==> config.mk <==
export PLATFORM = sky130hd
export DESIGN_NAME = cjx_exec
export DESIGN_NICKNAME = d
export VERILOG_FILES = /design/src/core/cjx_cond_eval.v /design/src/core/cjx_target_calc.v /design/src/core/cjx_exec.v
export VERILOG_INCLUDE_DIRS = /design/src /design/src/include
export SDC_FILE = /design/constraint.sdc
export NUM_CORES = 1
export LEC_CHECK = 0
export ABC_CLOCK_PERIOD_IN_PS = 10400
export BUFFER_PORTS_ARGS = -buffer_cell sky130_fd_sc_hd__buf_2
export CORE_MARGIN = 2
export CORE_UTILIZATION = 45
export CTS_CLUSTER_SIZE = 28
export DETAILED_ROUTE_END_ITERATION = 7
export PLACE_DENSITY = 0.77
export SYNTH_ARGS = -nofsm -noshare
export SYNTH_HDL_FRONTEND = slang
export SYNTH_SLANG_ARGS = --single-unit
==> constraint.sdc <==
create_clock -name sys_clk_i -period 10.4 [get_ports sys_clk_i]
set_input_delay 2.08 -clock sys_clk_i [delete_from_list [all_inputs] [get_ports sys_clk_i]]
set_output_delay 2.08 -clock sys_clk_i [all_outputs]
set_load 0.1 [all_outputs]
==> src/include/cjx_map.vh <==
// constants for the conditional jump execute block
`ifndef CJX_MAP_VH
`define CJX_MAP_VH

// ****************************************
// opcodes
// ****************************************
`define CJX_OP_ESC 8'hA5
`define CJX_OP_EQ 8'hA8
`define CJX_OP_GT 8'h38
`define CJX_OP_LE 8'h28
`define CJX_OP_IND 8'h73
`define CJX_OP_BITC 8'h30
`define CJX_OP_CYC 8'h50
`define CJX_OP_BITX 8'hA9
`define CJX_SUB_BITC 5'h06

// ****************************************
// lengths and offsets
// ****************************************
`define CJX_LEN_REL 24'h000002
`define CJX_LEN_BIT 24'h000003
`define CJX_LEN_BITX_BIN 24'h000005
`define CJX_LEN_BITX_SRC 24'h000004
`define CJX_LEN_IND 24'h000001
`define CJX_PC_HI_IND 8'hFF

// ****************************************
// state counts (not taken / taken)
// ****************************************
`define CJX_ST_REL_BIN_NT 4'h2
`define CJX_ST_REL_BIN_TK 4'h5
`define CJX_ST_REL_SRC_NT 4'h1
`define CJX_ST_REL_SRC_TK 4'h4
`define CJX_ST_CYC_NT 4'h1
`define CJX_ST_CYC_TK 4'h4
`define CJX_ST_BIT_NT 4'h2
`define CJX_ST_BIT_TK 4'h5
`define CJX_ST_BITX_BIN_NT 4'h4
`define CJX_ST_BITX_BIN_TK 4'h7
`define CJX_ST_BITX_SRC_NT 4'h3
`define CJX_ST_BITX_SRC_TK 4'h6
`define CJX_ST_IND 4'h5

`endif

==> src/core/cjx_cond_eval.v <==
// branch condition evaluation for the conditional jump group
`timescale 1ns/100ps
`include "cjx_map.vh"

module cjx_cond_eval (
   // decoded instruction
   input wire [7:0] opcode_i,
   input wire bit_form_i,
   // flags and tested bit
   input wire zero_flag_i,
   input wire carry_flag_i,
   input wire test_bit_i,
   // result
   output reg known_o,
   output reg take_o
);

   always @* begin
      known_o = 1'b1;
      take_o = 1'b0;
      if (bit_form_i) begin
         take_o = ~test_bit_i; // RL8
      end else begin
         case (opcode_i)
            `CJX_OP_EQ: take_o = zero_flag_i; // RL1
            `CJX_OP_GT: take_o = ~zero_flag_i & ~carry_flag_i; // RL3
            `CJX_OP_LE: take_o = zero_flag_i | carry_flag_i; // RL4
            `CJX_OP_CYC: take_o = ~carry_flag_i; // RL11
            `CJX_OP_BITC: take_o = ~test_bit_i; // RL8
            `CJX_OP_IND: take_o = 1'b1;
            default: known_o = 1'b0;
         endcase
      end
   end

endmodule

==> src/core/cjx_target_calc.v <==
// relative target adder: next pc plus signed byte offset
`timescale 1ns/100ps

module cjx_target_calc #(
   parameter PC_W = 24
) (
   // operands
   input wire [PC_W-1:0] pc_i,
   input wire [PC_W-1:0] len_i,
   input wire [7:0] rel_i,
   // results
   output wire [PC_W-1:0] next_pc_o,
   output wire [PC_W-1:0] target_o
);

   // sign-extend the offset so backward branches wrap correctly
   wire [PC_W-1:0] rel_ext;

   assign rel_ext = {{(PC_W-8){rel_i[7]}}, rel_i};
   assign next_pc_o = pc_i + len_i;
   assign target_o = next_pc_o + rel_ext;

endmodule

==> src/core/cjx_exec.v <==
// execution unit for the conditional and indirect jump group
`timescale 1ns/100ps
`include "cjx_map.vh"

// Notes on behaviour
// (RL1) jump_if_equal taken when zero flag set
// (RL2) relative form: pc plus 2, then offset
// (RL3) jump_if_greater needs zero and carry clear
// (RL4) jump_if_less_equal taken when zero or carry
// (RL5) indirect: accumulator plus data_pointer into pc low
// (RL6) indirect: pc high byte forced to FF
// (RL7) indirect leaves accumulator, pointer, flags alone
// (RL8) jump_if_bit_clear taken when bit reads zero
// (RL9) bit form: pc plus length, then offset
// (RL10) tested bit is only read, never written
// (RL11) jump_if_carry_clear taken when carry zero
// (RL12) jump_if_carry_clear keeps carry unchanged
// (RL13) carry-clear opcode 50, no escape, 1/4 states
module cjx_exec #(
   parameter PC_W = 24
) (
   // clock and reset
   input wire sys_clk_i,
   input wire srst_i,
   // decoded instruction from fetch
   input wire instr_valid_i,
   input wire binary_mode_i,
   input wire escaped_i,
   input wire [7:0] opcode_i,
   input wire [7:0] byte2_i,
   input wire [7:0] byte3_i,
   input wire [PC_W-1:0] pc_i,
   // core state
   input wire [7:0] acc_i,
   input wire [15:0] data_ptr_i,
   input wire zero_flag_i,
   input wire carry_flag_i,
   input wire test_bit_i,
   // results
   output reg done_o,
   output reg handled_o,
   output reg taken_o,
   output reg [PC_W-1:0] pc_o,
   output reg [3:0] states_o,
   output reg pc_load_o,
   output wire flags_we_o,
   output wire acc_we_o,
   output wire data_pointer_we_o,
   output wire bit_we_o
);

   // ****************************************
   // decode
   // ****************************************
   reg [PC_W-1:0] len;
   reg [7:0] rel;
   reg is_ind;
   reg is_bitx;
   reg legal;
   reg [3:0] st_nt;
   reg [3:0] st_tk;
   wire known;
   wire take;
   wire [PC_W-1:0] next_pc;
   wire [PC_W-1:0] target;

   // the flag-compare jumps share their codes with other instructions
   // when the escape byte is absent in binary mode, so they are
   // accepted only with the prefix the current mode demands
   wire esc_ok;
   assign esc_ok = (escaped_i == binary_mode_i);

   always @* begin
      len = `CJX_LEN_REL; // RL2
      rel = byte2_i;
      is_ind = 1'b0;
      is_bitx = 1'b0;
      legal = 1'b0;
      st_nt = `CJX_ST_REL_BIN_NT;
      st_tk = `CJX_ST_REL_BIN_TK;
      case (opcode_i)
         `CJX_OP_EQ, `CJX_OP_GT, `CJX_OP_LE: begin
            legal = esc_ok; // RL1
            st_nt = binary_mode_i ? `CJX_ST_REL_BIN_NT
                                  : `CJX_ST_REL_SRC_NT;
            st_tk = binary_mode_i ? `CJX_ST_REL_BIN_TK
                                  : `CJX_ST_REL_SRC_TK;
         end
         `CJX_OP_CYC: begin
            legal = ~escaped_i; // RL13
            st_nt = `CJX_ST_CYC_NT; // RL13
            st_tk = `CJX_ST_CYC_TK;
         end
         `CJX_OP_IND: begin
            legal = ~escaped_i;
            is_ind = 1'b1;
            len = `CJX_LEN_IND;
            st_nt = `CJX_ST_IND;
            st_tk = `CJX_ST_IND;
         end
         `CJX_OP_BITC: begin
            legal = ~escaped_i; // RL8
            len = `CJX_LEN_BIT; // RL9
            rel = byte3_i; // RL9
            st_nt = `CJX_ST_BIT_NT;
            st_tk = `CJX_ST_BIT_TK;
         end
         `CJX_OP_BITX: begin
            // extended bit form: sub-op in byte two, offset in byte four
            // of the escaped stream, delivered here as byte three
            legal = esc_ok && (byte2_i[7:3] == `CJX_SUB_BITC);
            is_bitx = 1'b1;
            len = binary_mode_i ? `CJX_LEN_BITX_BIN : `CJX_LEN_BITX_SRC;
            rel = byte3_i; // RL9
            st_nt = binary_mode_i ? `CJX_ST_BITX_BIN_NT
                                  : `CJX_ST_BITX_SRC_NT;
            st_tk = binary_mode_i ? `CJX_ST_BITX_BIN_TK
                                  : `CJX_ST_BITX_SRC_TK;
         end
         default: legal = 1'b0;
      endcase
   end

   cjx_cond_eval u_cond (
      .opcode_i(opcode_i),
      .bit_form_i(is_bitx),
      .zero_flag_i(zero_flag_i),
      .carry_flag_i(carry_flag_i),
      .test_bit_i(test_bit_i),
      .known_o(known),
      .take_o(take)
   );

   cjx_target_calc #(
      .PC_W(PC_W)
   ) u_tgt (
      .pc_i(pc_i),
      .len_i(len),
      .rel_i(rel),
      .next_pc_o(next_pc),
      .target_o(target)
   );

   // ****************************************
   // indirect target
   // ****************************************
   // carry out of bit 15 is dropped: the sum wraps within the 64k page
   wire [15:0] ind_low;
   wire [PC_W-1:0] ind_target;
   assign ind_low = data_ptr_i + {8'h00, acc_i}; // RL5
   assign ind_target = {{(PC_W-16){1'b0}} | `CJX_PC_HI_IND,
                        ind_low}; // RL6

   // this group never writes core state; one place makes that plain
   assign flags_we_o = 1'b0; // RL7
   assign acc_we_o = 1'b0; // RL7
   assign data_pointer_we_o = 1'b0; // RL7
   assign bit_we_o = 1'b0; // RL10

   // ****************************************
   // result registers
   // ****************************************
   reg [PC_W-1:0] pc_next;
   reg taken_next;
   reg [3:0] states_next;
   reg handled_next;

   always @* begin
      handled_next = instr_valid_i & legal & known;
      taken_next = 1'b0;
      pc_next = pc_o;
      states_next = 4'h0;
      if (handled_next) begin
         if (is_ind) begin
            taken_next = 1'b1;
            pc_next = ind_target; // RL5
            states_next = st_tk;
         end else if (take) begin
            taken_next = 1'b1;
            pc_next = target; // RL2
            states_next = st_tk;
         end else begin
            pc_next = next_pc; // RL9
            states_next = st_nt;
         end
      end
   end

   // carry is an input only; it has no path back out of here
   always @(posedge sys_clk_i) begin
      if (srst_i) begin
         done_o <= 1'b0;
         handled_o <= 1'b0;
         taken_o <= 1'b0;
         pc_o <= {PC_W{1'b0}};
         states_o <= 4'h0;
         pc_load_o <= 1'b0;
      end else begin
         done_o <= instr_valid_i;
         handled_o <= handled_next;
         taken_o <= taken_next;
         pc_o <= pc_next; // RL12
         states_o <= states_next;
         pc_load_o <= handled_next;
      end
   end

endmodule

* Yosys cells after proc, flatten, opt, wreduce, memory -nomap -nowiden
Index checks and enable logic that the tools add are counted.
** Storage, ports and cells
- Output and inout bits :: 36
- Flip-flop bits (word level) :: 31
- Word-level logic and storage cells :: 54
** Operators by class
- Muxes and demuxes :: 22
- Bitwise gates (word level) :: 9
- Reduce and logical (&&, ||, !) cells :: 6
- Equality and inequality tests :: 9
- $add $sub $neg :: 3
** Operators by type and width (number)
- two-way mux 24 bit :: 2
- adder 24 bit :: 1
- adder 24 x 3 -> 24 bit :: 1
- == test 8 x 6 -> 1 bit, second input constant :: 3
- adder 16 x 8 -> 16 bit :: 1
- == test 8 x 7 -> 1 bit, second input constant :: 2
- == test 8 bit, second input constant :: 2
- case mux 3 bit (4 select lines) :: 1
- two-way mux 1 bit :: 10
- case mux 3 bit (3 select lines) :: 1
- two-way mux 4 bit :: 2
- two-way mux 8 bit :: 1
- case mux 1 bit (6 select lines) :: 1
- case mux 2 bit (3 select lines) :: 1
- OR reduction 3 bit :: 2
- OR reduction 6 bit :: 1
- == test 5 x 3 -> 1 bit, second input constant :: 1
- NOT 1 bit :: 5
- OR reduction 2 bit :: 2
- bitwise AND 1 bit :: 3
- two-way mux 3 bit :: 1
- case mux 1 bit (3 select lines) :: 1
- two-way mux 2 bit :: 1
- == test 1 bit :: 1
- other kinds (2) :: 2

* Longest topological paths before layout
Gate-level depths: netlist of run 1.
- Word-level depth :: 7
- Mapped depth :: 24

* Cells and area by module
Synthesis of run 1 repeated with hierarchy kept, for this count alone.
** Unflattened totals
- Cells, all modules :: 594
- Area, all modules :: 4740.8 µm²
** Modules (own cells, without submodules)
- cjx_exec :: times used 1, area each 2396.0 µm², cells an instance 283
- cjx_target_calc :: times used 1, area each 2205.9 µm², cells an instance 290
- cjx_cond_eval :: times used 1, area each 138.9 µm², cells an instance 21

* Worst setup path after synthesis of run 1
Ideal clock, no wire load.
- Path kind :: in2reg
- Start point :: input port opcode_i[7]
- End point :: register pc_o[20]
- Arrival time :: 6.211 ns
- Path buffers :: 1
- Path slack :: 4.109 ns
- Required time :: 10.320 ns
- Cell stages on the path :: 20
- Cells stage by stage :: nor4b_4 > and3_2 > clkbuf_1 > nor2_1 > ha_1 > a21o_1 > a21oi_1 > nor2_1 > and3_1 > xor2_1 > ha_1 > o21a_1 > o211ai_1 > a21oi_2 > a21oi_2 > o21ai_2 > a41oi_1 > or3b_1 > a41o_1 > a211oi_2
** Between the ends
- Cells in the longest elaborated chain, start to end :: 6
- Elaborated cells between the ends (all ways) :: 26
- Those cells by class :: add/sub: 2; eq/ne: 7; mux: 11; bitwise: 2; reduce/logical: 4
** Ends and longest elaborated chain
- start, declared :: RTL line cjx_exec.v:29 : input wire [7:0] opcode_i,
- == test 8 bit (tied with other cells) :: RTL line cjx_exec.v:81 : case (opcode_i)
- case mux 3 bit (3 select lines) / OR reduction 2 bit (equally long branches)
- adder 24 x 3 -> 24 bit / two-way mux 8 bit (equally long branches) :: RTL line cjx_target_calc.v:20, cjx_exec.v:81
- adder 24 bit :: RTL line cjx_target_calc.v:21 : assign target_o = next_pc_o + rel_ext;
- two-way mux 24 bit :: RTL line cjx_exec.v:178 : end else if (take) begin
- two-way mux 24 bit :: RTL line cjx_exec.v:174 : if (is_ind) begin
- end signal, assigned :: RTL line cjx_exec.v:195 : pc_o <= {PC_W{1'b0}};
- end signal, assigned :: RTL line cjx_exec.v:202 : pc_o <= pc_next;
- end, declared :: RTL line cjx_exec.v:43 : output reg [PC_W-1:0] pc_o,
Several ways; a longest one is shown, not always the timed one.
A chain may end at the register's enable or synchronous reset.

* Final worst setup path of run 1
- Start point :: input port opcode_i[6]
- End point :: register pc_o[21]
The elaborated chain is that of the path after synthesis.

==> results.toml, run 1 <==
[synth]
synth_area_leaders = "dfxtp_1, ha_1, xnor2_1"
synth_warnings = 0
yosysTopAreaCell = "dfxtp_1"
synth_area_um2 = 3950
synth_ff_type = "dfxtp_1"
postSynthAreaPerCell_um2 = 7.59
synth_cells = 521
ys_types = 69
synth_seq_cells = 30
yosysTopAreaCellShare_pct = 15.2
yosysSeqAreaShare_pct = 15.2
async_flop_share_pct = 0
synth_edf_count = 0

[floorplan]
die-area_um2 = 9550
die_h_um = 97.7
fp.dieW_um = 97.7
pin_count = 116
core_area_um2 = 8640
rows = 34
start_util_pct = 45.8

[worst_hold_path]
min_from = "pc_o[11]$_SDFFE_PP0P_"
whs_path_depth = 2
worst_hold_path_type = "flop to flop"
hold_end = "pc_o[11]$_SDFFE_PP0P_"

[clock_network]
path_clk_slew_ns = 0.07
cts_hold_buf = 0
cts_tree = "done"
post-cts-setup-buffer-count = 0
cts_root_buffer = "clkbuf_8"
ctsHtreeMaxLevel = 2
cts_num_sinks = 30
clock_path_buffers = 2
cts_resized = 0
cts_buffers = 5
insertion_delay_ns = 0.28

[sta]
setup_ws_ns = 3.77
setup_viol = 0
fin_setup_tns_ns = 0
worstMarginPinSlew_ns = 0.669
relSlewSlack_pct = 55.4
period_needed_ns = 6.63
finClkSkew_ns = 0
fin_crit_sh_pct = 63.8
finalMaxSlewViolations = 0
grt_setup_unrepaired = "no"
finalHoldViolCount = 0
fmax_ghz = 0.151

[global_route]
gr-usage-all-layers_pct = 22.8
overflow = 0
grt_first_pass_wirelength_um = 18200
antenna_found_initial = 0
grt_max_degree = 39
grt_pass1_vias = 3875

[final_layout]
multiInputGateArea_um2 = 3140
layout-drive-gt1-share_pct = 24.5
area_growth_syn_to_layout_pct = 17.4
fillCellCount = 828
layout_commonest_cell = "buf_2"
diodes = 0
utilization_pct = 53.7
nets = 736
seq_area_um2 = 601
final_cell_mix = "buf_2, nor2_1, nand2_1"

[critical_path]
crit_arrival_ns = 6.83
timing.rr.start = "pc_o[12]$_SDFFE_PP0P_"
reg2reg_slack_ns = 9.58
endpoint_kind = "flop"
critical_path_required_ns = 10.60
ff2ff_path_depth = 3
worst-setup-path-type = "primary input to flop"
worstPathMaxFanout = 6
worst_r2r_endpoint = "pc_o[12]$_SDFFE_PP0P_"
start_kind = "primary input"

[place]
gp_congestion = 0.887
hpwl_um = 9090
dp_slack_ns = 3.57
portBuffers = 110

[pwr]
vdd_drop_max_v = 0.0000417
p_int_mw = 0.255
p_leak_nw = 2.15
power_density_nw_per_um2 = 86.6
sw_frac_of_total_pct = 36.7
switchingPower_mw = 0.147
p_total_mw = 0.402
seq_power_share_pct = 28.9
clockPowerShare_pct = 29.0
combPwrFrac_pct = 42.1

[outcome]
status = "finished, final reports clean"

[run]
cap_violations = 0

[routing]
wirelength_um = 11300
via_count = 4270
vias_per_cell = 5.87
wl_per_cell_um = 15.5
first_iter_violations = 280
route.detailed.drc = 0
ant_nets = 0
dr.pass1.iters = 4
[layer usage]
layer / vias to the layer above / track usage (%) / part of all wire [%]
met5: - / 0 / 0
met3: 18 / 3.15 / 7.7
met4: 0 / 5.77 / 1.5
li1: 2088 / - / -
met1: 1965 / 32.6 / 47
met2: 199 / 36.3 / 43
[cell families after synthesis]
logic type	Yosys count	share of synthesized area, %
XOR/XNOR	51	11.3
AND/OR/NAND/NOR	195	25.2
buffers and inverters	46	5.95
adder cells (fa/ha/maj)	37	12.3
other	1	0.0948
AO/OA/AOI/OAI	144	25.4
flip-flops	30	15.2
multiplexers	17	4.62
[synth_stat cells, types with 10 or more instances]
master    instances
nor2_1           53
nand2_1          46
a21oi_1          35
ha_1             34
xnor2_1          34
dfxtp_1          30
nand3_1          27
inv_1            19
xor2_1           17
a21o_1           16
a211oi_1         15
o21ai_0          14
nand2b_1         12
nor3_1           12
and3_1           10
clkbuf_1         10
[power by group through the flow]
stage	combinational [mW]	clock, mW	sequential [mW]
global route	0.185	0.122	0.116
global placement	0.163	0	0.119
floorplan	0.117	0	0.124
finish	0.169	0.117	0.116
CTS	0.167	0.117	0.116
detailed placement	0.166	0	0.119
[state kept, by name, indices dropped and copies added, names as in the netlist]
signal,flops
states_o,3
pc_o,24
done_o,1
taken_o,1
pc_load_o,1
[metrics by stage]
stage	area, um^2	instances	hold slack (ns)
3_5_place_dp	4530	720	0.458
4_1_cts	4640	728	0.469
6_report	4640	728	0.469
2_1_floorplan	3970	525	0.911
3_3_place_gp	4530	720	0.459
5_1_grt	4640	728	0.507
[final cells by class]
type                    instances  area share, %
repair buffers                114           12.5
multi-input cells             449           67.8
well taps                     108           2.91
clock inverters                 3          0.863
clock buffers                   5           1.48
inverters                      19           1.54
flip-flops and latches         30           12.9
[worst max path at each step]
stage,startpoint,end,depth (start not counted)
final,opcode_i[6],pc_o[21]$_SDFFE_PP0P_,24
after global routing,opcode_i[6],pc_o[21]$_SDFFE_PP0P_,23
after CTS,opcode_i[6],pc_o[21]$_SDFFE_PP0P_,23
after detailed placement,opcode_i[6],pc_o[23]$_SDFFE_PP0P_,23
after global placement,opcode_i[6],pc_o[23]$_SDFFE_PP0P_,24
after floorplan,opcode_i[7],pc_o[20]$_SDFFE_PP0P_,20
[critical path, cell delays in order]
cell and delay (ns):
buf_2 0.14, nor4b_2 0.41, nand4_2 0.25, inv_1 0.20, nand2_1 0.13, nand3_1 0.10
ha_1 0.18, inv_1 0.06, fa_1 0.40, inv_1 0.08, a21o_1 0.15, nand2b_1 0.19
nor2_1 0.18, xor2_1 0.29, ha_1 0.30, nand2_1 0.08, o21ai_0 0.26, nor3_1 0.12
a211o_1 0.34, a21boi_0 0.21, o21ai_0 0.12, a211oi_1 0.24, a21oi_1 0.07, a211oi_1 0.24
Power figures use the tool's default switching activity.
==> inputs of run 2 (changes only) <==
--- a/config.mk
+++ b/config.mk
@@ -6,7 +6,7 @@
 export SDC_FILE = /design/constraint.sdc
 export NUM_CORES = 1
 export LEC_CHECK = 0
-export ABC_CLOCK_PERIOD_IN_PS = 10400
+export ABC_CLOCK_PERIOD_IN_PS = 6600
 export BUFFER_PORTS_ARGS = -buffer_cell sky130_fd_sc_hd__buf_2
 export CORE_MARGIN = 2
 export CORE_UTILIZATION = 45
==> constraint.sdc (replaced) <==
create_clock -name sys_clk_i -period 6.6 [get_ports sys_clk_i]
set_input_delay 1.32 -clock sys_clk_i [delete_from_list [all_inputs] [get_ports sys_clk_i]]
set_output_delay 1.32 -clock sys_clk_i [all_outputs]
set_load 0.1 [all_outputs]
==> results.toml, run 2 (synthesis results as in run 1) <==
[sta]
finClkSkew_ns = 0
grt_setup_unrepaired = "no"
worstMarginPinSlew_ns = 0.588
fin_crit_sh_pct = 90.3
fin_setup_tns_ns = 0
finalHoldViolCount = 0
period_needed_ns = 5.96
fmax_ghz = 0.168
setup_ws_ns = 0.640
relSlewSlack_pct = 60.7
fin_hold_ws_ns = 0.469
finalMaxSlewViolations = 0
setup_viol = 0

[clock_network]
cts_resized = 0
cts_tree = "done"
ctsHtreeMaxLevel = 2
cts_num_sinks = 30
cts_root_buffer = "clkbuf_8"
insertion_delay_ns = 0.28
cts_buffers = 5
cts_hold_buf = 0
post-cts-setup-buffer-count = 0
path_clk_slew_ns = 0.06
clock_path_buffers = 2

[floorplan]
die-area_um2 = 9550
rows = 34
fp.dieW_um = 97.7
core_area_um2 = 8640
start_util_pct = 45.8
pin_count = 116
die_h_um = 97.7

[place]
hpwl_um = 9020
portBuffers = 110
placed_area_um2 = 4530
gp_congestion = 0.910
dp.cells = 720
dp_slack_ns = 0.456

[final_layout]
layout_commonest_cell = "buf_2"
nets = 736
final_cell_mix = "buf_2, nor2_1, nand2_1"
diodes = 0
utilization_pct = 53.4
fin_cells = 727
layout-drive-gt1-share_pct = 24.1
final_area_um2 = 4610
reg.largest.list = "pc_o: 24 flops, states_o: 3 flops"
area_growth_syn_to_layout_pct = 16.6
fillCellCount = 834
largest_reg_flops = 24
largest_register = "pc_o"

[critical_path]
worstPathMaxFanout = 11
timing.rr.start = "pc_o[22]$_SDFFE_PP0P_"
worst-setup-path-type = "primary input to flop"
reg2reg_slack_ns = 5.80
critical_path_required_ns = 6.80
ff2ff_path_depth = 4
worst_r2r_endpoint = "pc_o[22]$_SDFFE_PP0P_"
endpoint_kind = "flop"
crit_arrival_ns = 6.16
start_kind = "primary input"

[global_route]
grt_max_degree = 39
grt_pass1_vias = 3876
gr-usage-all-layers_pct = 22.6
antenna_found_initial = 0
overflow = 0
grt_first_pass_wirelength_um = 18300

[routing]
wl_per_cell_um = 15.3
dr.max_layer_used = "met4"
wl_met2_um = 4970
routed-wl-met3_um = 699
vias_per_cell = 5.68
route.detailed.drc = 0
ant_nets = 0
wirelength_um = 11200
first_iter_violations = 388
met1Wirelength_um = 5320
dr.pass1.iters = 5
via_count = 4130

[pwr]
vdd_drop_max_v = 0.0000545
power_density_nw_per_um2 = 127
p_leak_nw = 2.13
p_total_mw = 0.586

[run]
cap_violations = 0

[worst_hold_path]
hold_end = "pc_o[11]$_SDFFE_PP0P_"
min_from = "pc_o[11]$_SDFFE_PP0P_"
whs_path_depth = 2
worst_hold_path_type = "flop to flop"

[outcome]
status = "finished, final reports clean"
run 2: cell count changes in the layout (fill, tap and decap cells not counted), sizes merged:
cell    delta
clkinv     -2
bufinv     -1
clkbuf     +2
run 2: worst max-delay path by stage:
stage / start / to / slack [ns] / cells after the start
finish: opcode_i[7] / pc_o[20]$_SDFFE_PP0P_ / 0.64 / 19
global route: opcode_i[6] / pc_o[20]$_SDFFE_PP0P_ / 0.27 / 20
CTS: opcode_i[7] / pc_o[20]$_SDFFE_PP0P_ / 0.75 / 20
detailed placement: opcode_i[7] / pc_o[20]$_SDFFE_PP0P_ / 0.46 / 20
global placement: opcode_i[7] / pc_o[20]$_SDFFE_PP0P_ / 0.60 / 20
floorplan: opcode_i[7] / pc_o[20]$_SDFFE_PP0P_ / 1.07 / 20
run 2: power by group:
part / internal (mW) / switching [mW] / total [mW]
logic: 0.108 / 0.158 / 0.266
clock network: 0.0724 / 0.0645 / 0.137
registers: 0.182 / 0.000604 / 0.183
total: 0.362 / 0.223 / 0.586
run 2: cell type report:
cell class                 instances  area, um^2  share of cell area [%]
multi-input combinational        449        3140                    68.2
timing repair buffer             114         581                    12.6
inverter                          19        71.3                    1.55
clock buffer                       7        76.3                    1.66
sequential                        30         601                    13.0
tap                              108         135                    2.93
run 2: routing by layer:
layer | global-route usage [%] | vias up
met2 | 36.4 | 154
li1 | - | 2081
met3 | 2.72 | 14
met1 | 32.5 | 1881
met4 | 5.45 | 0
met5 | 0 | -
run 2: worst max-delay path: stages:
cell	delay, ns
buf_2	0.14
nor4b_4	0.41
and3_2	0.44
nor2_1	0.10
ha_1	0.27
a21o_1	0.17
a21oi_1	0.46
nor2_1	0.13
and3_1	0.22
xor2_1	0.25
ha_1	0.36
a21oi_1	0.37
o211ai_2	0.18
a21oi_2	0.22
o21ai_2	0.14
a41oi_1	0.37
nand3_1	0.12
a41o_1	0.28
a211oi_2	0.21
==> inputs of run 3 (changes only) <==
--- a/config.mk
+++ b/config.mk
@@ -8,11 +8,14 @@
 export LEC_CHECK = 0
 export ABC_CLOCK_PERIOD_IN_PS = 6600
 export BUFFER_PORTS_ARGS = -buffer_cell sky130_fd_sc_hd__buf_2
+export CELL_PAD_IN_SITES_DETAIL_PLACEMENT = 0
+export CELL_PAD_IN_SITES_GLOBAL_PLACEMENT = 1
 export CORE_MARGIN = 2
-export CORE_UTILIZATION = 45
+export CORE_UTILIZATION = 38
 export CTS_CLUSTER_SIZE = 28
 export DETAILED_ROUTE_END_ITERATION = 7
-export PLACE_DENSITY = 0.77
+export GPL_TIMING_DRIVEN = 0
+export PLACE_DENSITY = 0.88
 export SYNTH_ARGS = -nofsm -noshare
 export SYNTH_HDL_FRONTEND = slang
 export SYNTH_SLANG_ARGS = --single-unit
==> results.toml, run 3 (synthesis results as in run 1) <==
[pwr]
vdd_drop_max_v = 0.0000663
sw_frac_of_total_pct = 38.6
power_density_nw_per_um2 = 124
p_leak_nw = 2.22
p_int_mw = 0.363
clockPowerShare_pct = 23.5
combPwrFrac_pct = 45.6
p_total_mw = 0.592
switchingPower_mw = 0.229
seq_power_share_pct = 30.9

[floorplan]
rows = 37
fp.dieW_um = 106
core_area_um2 = 10200
die-area_um2 = 11200
pin_count = 116
die_h_um = 106
start_util_pct = 38.6

[sta]
relSlewSlack_pct = 58.4
grt_setup_unrepaired = "no"
finalHoldViolCount = 0
finalMaxSlewViolations = 0
fin_crit_sh_pct = 91.9
finClkSkew_ns = 0
setup_viol = 0
period_needed_ns = 6.07
worstMarginPinSlew_ns = 0.624
fin_setup_tns_ns = 0
setup_ws_ns = 0.533
fmax_ghz = 0.165

[clock_network]
cts_buffers = 5
cts_num_sinks = 30
insertion_delay_ns = 0.28
post-cts-setup-buffer-count = 0
cts_hold_buf = 0
cts_resized = 0
cts_root_buffer = "clkbuf_8"
cts_tree = "done"
ctsHtreeMaxLevel = 2
path_clk_slew_ns = 0.06
clock_path_buffers = 2

[final_layout]
final_cell_mix = "buf_2, nor2_1, nand2_1"
area_growth_syn_to_layout_pct = 20.4
utilization_pct = 46.5
nets = 757
diodes = 0
fin_cells = 776
fillCellCount = 1068
layout_commonest_cell = "buf_2"
layout-drive-gt1-share_pct = 25.2
largest_register = "pc_o"
largest_reg_flops = 24
reg.largest.list = "pc_o: 24 flops, states_o: 3 flops"

[place]
dp_slack_ns = 0.0752
portBuffers = 109
hpwl_um = 10000
dp.cells = 770
gp_congestion = 0.902

[critical_path]
timing.rr.start = "pc_o[22]$_SDFFE_PP0P_"
setup.worst_path.end = "pc_o[21]$_SDFFE_PP0P_"
endpoint_kind = "flop"
worst_r2r_endpoint = "pc_o[22]$_SDFFE_PP0P_"
crit_arrival_ns = 6.26
cpMostUsedCell = "inv_1"
crit_buf_inv = 4
startpoint = "opcode_i[6]"
start_kind = "primary input"
crit_family = "simple AND/OR/NAND/NOR gates"
cp_num_cells = 23
critical_path_required_ns = 6.79
worstPathMaxFanout = 6
worst-setup-path-type = "primary input to flop"
ff2ff_path_depth = 4
crit_chain = "buf_2 -> nor4b_2 -> nand4_2 -> inv_1 -> nand2_1 -> nand3_1 -> ha_1 -> inv_1 -> fa_1 -> inv_1 -> a21o_1 -> nand2b_1 -> nor3_2 -> xnor2_1 -> ha_1 -> and3_1 -> o2111ai_1 -> a211o_1 -> a21boi_0 -> o21ai_0 -> a211oi_1 -> a21oi_1 -> a211oi_1"
reg2reg_slack_ns = 5.78
cp_slowest_cell = "nor4b_2"
cpPeakStageDelay_ns = 0.43

[global_route]
grt_max_degree = 17
grt_pass1_vias = 4093
gr-usage-all-layers_pct = 21.0
antenna_found_initial = 0
grt_first_pass_wirelength_um = 19300
overflow = 0

[run]
cap_violations = 0

[worst_hold_path]
whs_path_depth = 2
worst_hold_path_type = "flop to flop"
min_from = "pc_o[11]$_SDFFE_PP0P_"

[routing]
via_count = 4183
first_iter_violations = 236
ant_nets = 0
dr.pass1.iters = 5
wl_per_cell_um = 15.5
wirelength_um = 12000
route.detailed.drc = 0
vias_per_cell = 5.39

[outcome]
status = "finished, final reports clean"
[run 3: cell types whose count changed in the layout (fill, tap and decap cells not counted), sizes merged]
cell    delta
clkbuf     +7
clkinv     +2
buf       +12
[run 3: final cells by class]
| cell class | count | area [um^2] | share of cell area, % |
|---|---|---|---|
| clock inverters | 2 | 10.0 | 0.210 |
| inverters | 19 | 71.3 | 1.50 |
| flip-flops and latches | 30 | 601 | 12.6 |
| clock buffers | 5 | 68.8 | 1.45 |
| well taps | 136 | 170 | 3.58 |
| repair buffers | 109 | 546 | 11.5 |
| plain buffers | 26 | 160 | 3.36 |
| multi-input cells | 449 | 3130 | 65.8 |
[run 3: how the worst min path moves through the flow]
stage,endpoint
5_1_grt,pc_o[11]$_SDFFE_PP0P_
4_1_cts,pc_o[11]$_SDFFE_PP0P_
3_5_place_dp,pc_o[11]$_SDFFE_PP0P_
2_1_floorplan,pc_o[9]$_SDFFE_PP0P_
6_report,pc_o[11]$_SDFFE_PP0P_
3_3_place_gp,pc_o[11]$_SDFFE_PP0P_
[run 3: power by group through the flow]
stage               clock [mW]  combinational (mW)  sequential [mW]
global placement             0               0.262            0.187
global route             0.146               0.299            0.183
floorplan                    0               0.184            0.195
CTS                      0.141               0.267            0.183
detailed placement           0               0.266            0.187
finish                   0.139               0.270            0.183
[run 3: stage by stage]
step	area, um^2	hold WS (ns)
6_report	4760	0.494
5_1_grt	4760	0.522
4_1_cts	4760	0.496
3_5_place_dp	4680	0.487
3_3_place_gp	4680	0.469
2_1_floorplan	3970	0.911
[run 3: worst register-to-register path, delay by kind of cell (launching register included)]
kind | cells | cell delay, ns
flip-flops | 1 | 0.36
AO/OA/AOI/OAI | 1 | 0.16
AND/OR/NAND/NOR | 3 | 0.24
[run 3: per-layer routing]
| layer | global-route usage [%] | wire, um |
|---|---|---|
| met1 | 27.6 | 5470 |
| met2 | 36.5 | 5530 |
| met3 | 2.08 | 810 |
| met4 | 6.11 | 190 |
| met5 | 0 | 0 |
